[config.mk]
export PLATFORM = sky130hd
export DESIGN_NAME = deep_sleep_gate
export DESIGN_NICKNAME = d
export VERILOG_FILES = /design/src/common/ds_gate_pkg.sv /design/src/verilog/deep_sleep_gate.sv
export SDC_FILE = /design/constraint.sdc
export NUM_CORES = 1
export LEC_CHECK = 0
export BUFFER_PORTS_ARGS = -buffer_cell sky130_fd_sc_hd__clkbuf_2
export CELL_PAD_IN_SITES_DETAIL_PLACEMENT = 1
export CELL_PAD_IN_SITES_GLOBAL_PLACEMENT = 1
export CORE_ASPECT_RATIO = 0.8
export CORE_MARGIN = 8
export CORE_UTILIZATION = 28
export CTS_BUF_LIST = sky130_fd_sc_hd__clkbuf_16
export CTS_CLUSTER_DIAMETER = 40
export CTS_CLUSTER_SIZE = 25
export DETAILED_ROUTE_END_ITERATION = 8
export PLACE_DENSITY = 0.76
export SLEW_MARGIN = 40
export SYNTH_ARGS = -nofsm -noshare
export SYNTH_HDL_FRONTEND = slang
export SYNTH_SLANG_ARGS = --single-unit
[constraint.sdc]
create_clock -name sys_clk -period 1.6 [get_ports sys_clk]
set_clock_uncertainty 0.2 [all_clocks]
set_input_delay 0.08 -clock sys_clk [delete_from_list [all_inputs] [get_ports sys_clk]]
set_output_delay 0.08 -clock sys_clk [all_outputs]
set_load 0.005 [all_outputs]
[src/common/ds_gate_pkg.sv]
package ds_gate_pkg;
  localparam logic [11:0] DS_GATE_OFF = 12'h120;
  localparam logic [11:0] INT_STATUS_OFF = 12'h124;
  localparam logic [11:0] INT_MASK_OFF = 12'h128;
  localparam logic [11:0] GATE_STATE_OFF = 12'h12c;
  localparam logic [31:0] SYSCTL_BASE = 32'h400fe000;
  localparam int CONV_BIT = 16;
  localparam int SPEED_LO = 8;
  localparam int HIB_BIT = 6;
  localparam int WDOG_BIT = 3;
  localparam logic [31:0] DS_GATE_RESET = 32'h00000040;
  localparam logic [31:0] DS_GATE_WMASK = 32'h00010348;
  localparam logic [1:0] SPEED_1M = 2'h3;
  localparam logic [1:0] SPEED_500K = 2'h2;
  localparam logic [1:0] SPEED_250K = 2'h1;
  localparam logic [1:0] SPEED_125K = 2'h0;
  localparam logic [3:0] INT_RESET = 4'h0;
  localparam logic [1:0] MODE_RUN = 2'h0;
  localparam logic [1:0] MODE_SLEEP = 2'h1;
  localparam logic [1:0] MODE_DEEP = 2'h2;

  typedef struct packed {
    logic [11:0] addr;
    logic [31:0] wdata;
    logic wr;
    logic rd;
  } reg_req_t;

  typedef struct packed {
    logic conv;
    logic hibernate_gate_bit;
    logic wdog;
  } unit_gate_t;

  // Peripheral access attempts, one strobe each for converter and watchdog (none for hibernation)
  typedef struct packed {
    logic conv;
    logic wdog;
  } unit_access_t;
endpackage

[src/verilog/deep_sleep_gate.sv]
// Added by the designer: strobed register access.
`timescale 1ns/1ps
`default_nettype none
// Behaviour
// - Set gate bit clocks unit, clear disables
// - Access to gated converter or watchdog gives bus fault (hibernation has no fault path)
// - Gate bits reset unclocked unless noted
// - Register resets to 0x00000040
// - Gate bits apply only in deep sleep with auto gating; speed bits apply in every mode
// - Auto gating selects sleep-state registers
// - Bit 16 gates converter module 0
// - Bits 9:8 select converter sample rate
// - Bit 6 gates hibernation unit
// - Bit 3 gates watchdog, faults when gated
// - Reserved bits read-only, read zero
// - Decoded at offset 0x120
module deep_sleep_gate (
  input wire logic sys_clk,
  input wire logic sys_rst,
  input wire ds_gate_pkg::reg_req_t bus_req,
  output logic [31:0] bus_rdata,
  input wire logic [1:0] power_mode,
  input wire logic auto_gating_select,
  input wire ds_gate_pkg::unit_gate_t run_gate,
  input wire ds_gate_pkg::unit_gate_t sleep_gate,
  input wire ds_gate_pkg::unit_access_t unit_access,
  output ds_gate_pkg::unit_gate_t unit_clk_en,
  output logic [1:0] converter_speed_field,
  output logic bus_fault,
  output logic irq
);
  import ds_gate_pkg::*;

  logic [31:0] gate_q;
  logic [3:0] int_status_q;
  logic [3:0] int_mask_q;
  logic [3:0] int_event;
  logic [3:0] status_rd_clr;
  unit_gate_t sel_gate;
  unit_gate_t deep_gate;
  unit_gate_t unit_clk_en_q;
  logic [1:0] speed_q;
  logic [31:0] rdata_q;
  logic fault_q;
  logic irq_q;
  logic fault_ev;

  // Writable bits are masked so reserved positions never store
  always_ff @(posedge sys_clk) begin
    if (sys_rst) begin
      gate_q <= DS_GATE_RESET;
    end else if (bus_req.wr && bus_req.addr == DS_GATE_OFF) begin
      gate_q <= bus_req.wdata & DS_GATE_WMASK;
    end
  end

  assign deep_gate.conv = gate_q[CONV_BIT];
  assign deep_gate.hibernate_gate_bit = gate_q[HIB_BIT];
  assign deep_gate.wdog = gate_q[WDOG_BIT];

  // Without auto gating the run-mode set stays in force in every state
  always_comb begin
    sel_gate = run_gate;
    if (auto_gating_select) begin
      if (power_mode == MODE_DEEP) begin
        sel_gate = deep_gate;
      end else if (power_mode == MODE_SLEEP) begin
        sel_gate = sleep_gate;
      end
    end
  end

  always_ff @(posedge sys_clk) begin
    if (sys_rst) begin
      unit_clk_en_q <= '0;
      speed_q <= SPEED_125K;
    end else begin
      unit_clk_en_q <= sel_gate;
      speed_q <= gate_q[SPEED_LO +: 2];
    end
  end

  // Hibernation has no fault path while gated
  assign fault_ev = (unit_access.conv && !unit_clk_en_q.conv) ||
                    (unit_access.wdog && !unit_clk_en_q.wdog);

  always_ff @(posedge sys_clk) begin
    if (sys_rst) begin
      fault_q <= 1'b0;
    end else begin
      fault_q <= fault_ev;
    end
  end

  // Events: 0 conv fault, 1 watchdog fault, 2 gate write, 3 spare (reads zero)
  assign int_event[0] = unit_access.conv && !unit_clk_en_q.conv;
  assign int_event[1] = unit_access.wdog && !unit_clk_en_q.wdog;
  assign int_event[2] = bus_req.wr && bus_req.addr == DS_GATE_OFF;
  assign int_event[3] = 1'b0;
  assign status_rd_clr = (bus_req.rd && bus_req.addr == INT_STATUS_OFF) ? 4'hf : 4'h0;

  // Set wins over the read-clear in the same cycle
  always_ff @(posedge sys_clk) begin
    if (sys_rst) begin
      int_status_q <= INT_RESET;
    end else begin
      int_status_q <= (int_status_q & ~status_rd_clr) | int_event;
    end
  end

  always_ff @(posedge sys_clk) begin
    if (sys_rst) begin
      int_mask_q <= INT_RESET;
    end else if (bus_req.wr && bus_req.addr == INT_MASK_OFF) begin
      int_mask_q <= bus_req.wdata[3:0];
    end
  end

  always_ff @(posedge sys_clk) begin
    if (sys_rst) begin
      irq_q <= 1'b0;
    end else begin
      irq_q <= |(((int_status_q & ~status_rd_clr) | int_event) & int_mask_q);
    end
  end

  always_ff @(posedge sys_clk) begin
    if (sys_rst) begin
      rdata_q <= '0;
    end else if (bus_req.rd) begin
      if (bus_req.addr == DS_GATE_OFF) begin
        rdata_q <= gate_q;
      end else if (bus_req.addr == INT_STATUS_OFF) begin
        rdata_q <= {28'h0000000, int_status_q};
      end else if (bus_req.addr == INT_MASK_OFF) begin
        rdata_q <= {28'h0000000, int_mask_q};
      end else if (bus_req.addr == GATE_STATE_OFF) begin
        rdata_q <= {29'h00000000, unit_clk_en_q};
      end else begin
        rdata_q <= '0;
      end
    end else begin
      rdata_q <= '0;
    end
  end

  assign bus_rdata = rdata_q;
  assign unit_clk_en = unit_clk_en_q;
  assign converter_speed_field = speed_q;
  assign bus_fault = fault_q;
  assign irq = irq_q;
endmodule
`default_nettype wire

**Yosys cells after proc, flatten, opt, wreduce, memory -nomap -nowiden**

Cells that the tools add are included.
Widths: inputs -> output; s select.

- Register bits: 52
- Input port bits: 59
- Output and inout port bits: 39
- Logic and storage cells: 43

- Equal/unequal tests: 6
- Mux-type cells: 8
- Bitwise logic cells: 5
- Reductions and logical operators: 12

Operators with widths:

| operator | number |
|---|---|
| $eq 12x9->1 const B | 4 |
| $mux 17 | 1 |
| $mux 3 | 4 |
| $mux 4 | 3 |
| $and 4x4->4 | 2 |
| $logic_and 1x1->1 | 5 |
| $reduce_or 5->1 | 1 |
| $not 4->4 | 1 |
| $or 4x3->4 | 1 |
| $reduce_or 4->1 | 1 |
| $reduce_or 3->1 | 1 |
| $eq 2x1->1 const B | 1 |
| $eq 2x2->1 const B | 1 |
| $logic_not 1->1 | 2 |
| $reduce_or 2->1 | 1 |
| $logic_or 1x1->1 | 1 |
| $not 1->1 | 1 |

**Logic depth before layout (Yosys ltp)**

- Word-level depth: 8
- Gate-level depth with buffers: 5
- Gate-level depth less buffers: 4

**Worst setup path before layout**

No wires, ideal clock.

- Path kind: input port to flip-flop
- From: input bus_req[37] (netlist name)
- To: register gate_q[6]
- Arrival time: 1.029 ns
- Path slack: 0.251 ns
- Stages on the path: 4
- Path buffers: 1
- Cells stage by stage: buf_6 > nor3b_1 > nand4_4 > a211o_1

- Word-level cells in the longest chain between the ends: 2

RTL lines:

| element | line | source |
|---|---|---|
| start, declared | deep_sleep_gate.sv:20 | `input wire ds_gate_pkg::reg_req_t bus_req,` |
| $eq 12x9->1 | deep_sleep_gate.sv:52 | `end else if (bus_req.wr && bus_req.addr == DS_GATE_OFF) begin` |
| $logic_and 1x1->1 | deep_sleep_gate.sv:52 |  |
| end signal, assigned | deep_sleep_gate.sv:53 | `gate_q <= bus_req.wdata & DS_GATE_WMASK;` |
| end, declared | deep_sleep_gate.sv:34 | `logic [31:0] gate_q;` |

No other way between the ends.
A chain may end at the register's enable or synchronous reset.

**Final worst setup path**

- From: input auto_gating_select
- To: register unit_clk_en_q, in the netlist unit_clk_en[1]

- Word-level cells in the longest chain between the ends: 1

RTL lines:

| element | line | source |
|---|---|---|
| start, declared | deep_sleep_gate.sv:23 | `input wire logic auto_gating_select,` |
| $mux 3 | deep_sleep_gate.sv:64 | `if (auto_gating_select) begin` |
| end signal, assigned | deep_sleep_gate.sv:78 | `unit_clk_en_q <= sel_gate;` |
| end, declared | deep_sleep_gate.sv:41 | `unit_gate_t unit_clk_en_q;` |

No other way between the ends.

==> metrics.txt <==
status=finished with violations; violated checks=negative hold slack; pwr dens=877.9 nW/um^2; Rows=23; critical path arrival=1.35 ns; P_leak=0.9396 nW; TritonCTS Buffers=3; average size of a mapped cell=9.388 um^2; HPWL Detailed=3058 um; Async SR Flop Fraction=0%; Post-Syn Area=1399 um^2; Sink Count=28; reg-to-reg endpoint=irq; total number of yosys warnings=0; Vias=1212; Clock H-tree levels=1; DIE WIDTH=95.03 um; post-synth top area share=40.07%; Synth Flop Type=dfxtp_1; vias per cell=4.391; Starting DRT DRC Count=36; Final min period=1.403 ns; via count of the first global-routing pass=1283; depth of the worst register-to-register path=4; largest net degree at the start of global routing=21; share of cells above drive strength 1=29.91%; cell type with the largest total area after synthesis=dfxtp_1; Design Power=1.638 mW; clock buffer depth=2; core footprint=4921 um^2; GRT Util Overall=10.15%; Die ar.=7528 um^2; Port-buffer cells=49; RSZ-0062 raised after global routing=false; fin worst setup slack=0.1968 ns; worst setup path start=auto_gating_select; sequential share of the synthesized area=40.07%; fin crit share=87.70%; Place WS=-0.04268 ns; router iterations before antenna repair=4; R2R Path Start=unit_clk_en[2]; CTS clk-pin slew, worst paths=0.07 ns; FF+latch count, synth=28; GPL Wtd Cong=0.7809; antenna-violating nets left=0; post-synth cell types=33; CP Class=input port to flop; hold crit path type=input port to flop; Critical Path End=unit_clk_en[1]; CTS tree=done; Filler cells=603; FMAX=0.7127 GHz; Wirelength per Cell=14.18 um; Starting Density=28.43%; fin nets=274; synth cell count leaders=28 x dfxtp_1, 24 x buf_4, 24 x nor2_1; crit path capture type=flop; hold buffers post-CTS=14; worst vdd ir=0.4806 mV; I/O pin total=98; post-CTS sizing=0; Post-CTS Setup Bufs=0; max cap viols=0; Clk Latency, worst-skew pair=0.26 ns; area grow syn2layout=33.36%; Die Ht=79.22 um; final WL=3913 um; gr ovfl total=0; most frequent cell after synthesis=dfxtp_1; Syn Inst Count=149; Post-synth EDFFs=0; Diodes inserted=0; worst hold slack=-0.003283 ns; clk root buf=clkbuf_16; Finish-stage setup viols=0; DRC viols=0; initial antenna violation count=0; Slew Limit Fails=0; Setup TNS=0 ns; Reg2Reg Setup Slack=0.32 ns; Worst Path Max Fanout=7; top post-synthesis cells by area=dfxtp_1 40%, buf_4 13%, mux2i_1 6.4%, nor2_1 6.4%, nor4b_4 3.4%; final hold viol count=1; Worst Path Required=1.55 ns; first-pass GRT wire length=6147 um; Critical Path Source Type=input port
==> registers in the layout, summed over array words and instances, names as in the netlist <==
| signal | cells |
|---|---|
| bus_rdata | 8 |
| gate_q | 5 |
| int_mask_q | 4 |
| int_status_q | 4 |
| unit_clk_en | 3 |
| converter_speed_field | 2 |
| bus_fault | 1 |
| irq | 1 |
==> area by class of cell <==
cell class	instances	area [um^2]	share of cell area [%]
Clock buffer	3	75.07	4.024
Clock inverter	1	30.03	1.610
Inverter	4	15.01	0.8048
Multi-Input combinational cell	112	699.4	37.49
Sequential cell	28	560.5	30.05
Tap cell	62	77.57	4.158
Timing Repair Buffer	66	407.9	21.86
==> critical path: stages <==
cell and delay, ns:
dlygate4sd3_1 0.54, clkbuf_2 0.16, a31oi_1 0.18, nor2_1 0.05
a2111oi_0 0.34
==> cell families (layout without fill, tap and decap cells) <==
family          count (synthesis)  count (layout)  synth area share (%)
compound gates                 23              23                 11.72
flops                          28              28                 40.07
mux                            11              11                 8.050
xor+xnor                        1               1                0.6262
other cells                     1              24                0.2681
buf+inv                        32              74                 16.10
simple gates                   53              53                 23.17
==> per-stage QoR <==
| stage | std cells | area, um^2 | utilization (%) |
|---|---|---|---|
| after floorplan | 172 | 1485 | - |
| after global placement | 258 | 1620 | 32.93 |
| after detailed placement | 258 | 1620 | 32.93 |
| after CTS | 276 | 1866 | 37.91 |
| after global routing | 276 | 1866 | 37.91 |
| final | 276 | 1866 | 37.91 |
==> cell usage in the layout, fill, tap and decap left out, types with 3 or more instances in the layout <==
master,count
clkbuf_16,3
inv_1,4
nor2_1,24
nand2_1,7
and3b_1,3
conb_1,24
clkbuf_2,49
a21oi_1,4
mux2i_1,9
buf_4,3
and3_1,4
dfxtp_1,28
dlygate4sd3_1,14
a22oi_1,6
nor2b_1,6
==> how the worst min path moves through the flow <==
stage / startpoint / end / depth (start not counted)
floorplan: auto_gating_select / unit_clk_en[2] / 1
global placement: bus_req[2] / int_mask_q[0] / 3
detailed placement: bus_req[10] / gate_q[8] / 3
CTS: sleep_gate[2] / unit_clk_en[2] / 3
global route: sleep_gate[2] / unit_clk_en[2] / 3
finish: sleep_gate[2] / unit_clk_en[2] / 3
==> report_power, final <==
part / internal (mW) / switching, mW / leakage (nW) / total [mW]
sequential: 0.709 / 0.0105 / 0.227 / 0.720
clock: 0.498 / 0.235 / 0.0511 / 0.733
combinational: 0.0917 / 0.0934 / 0.661 / 0.185
==> metal layers <==
metal	GRT usage [%]	vias up	part of all wire, %
met5	0	-	0
met4	1.400	0	0.36
met3	3.766	2	10
met2	16.78	47	47
met1	12.54	564	42
li1	-	599	-
(Power assumes the default switching activity.)
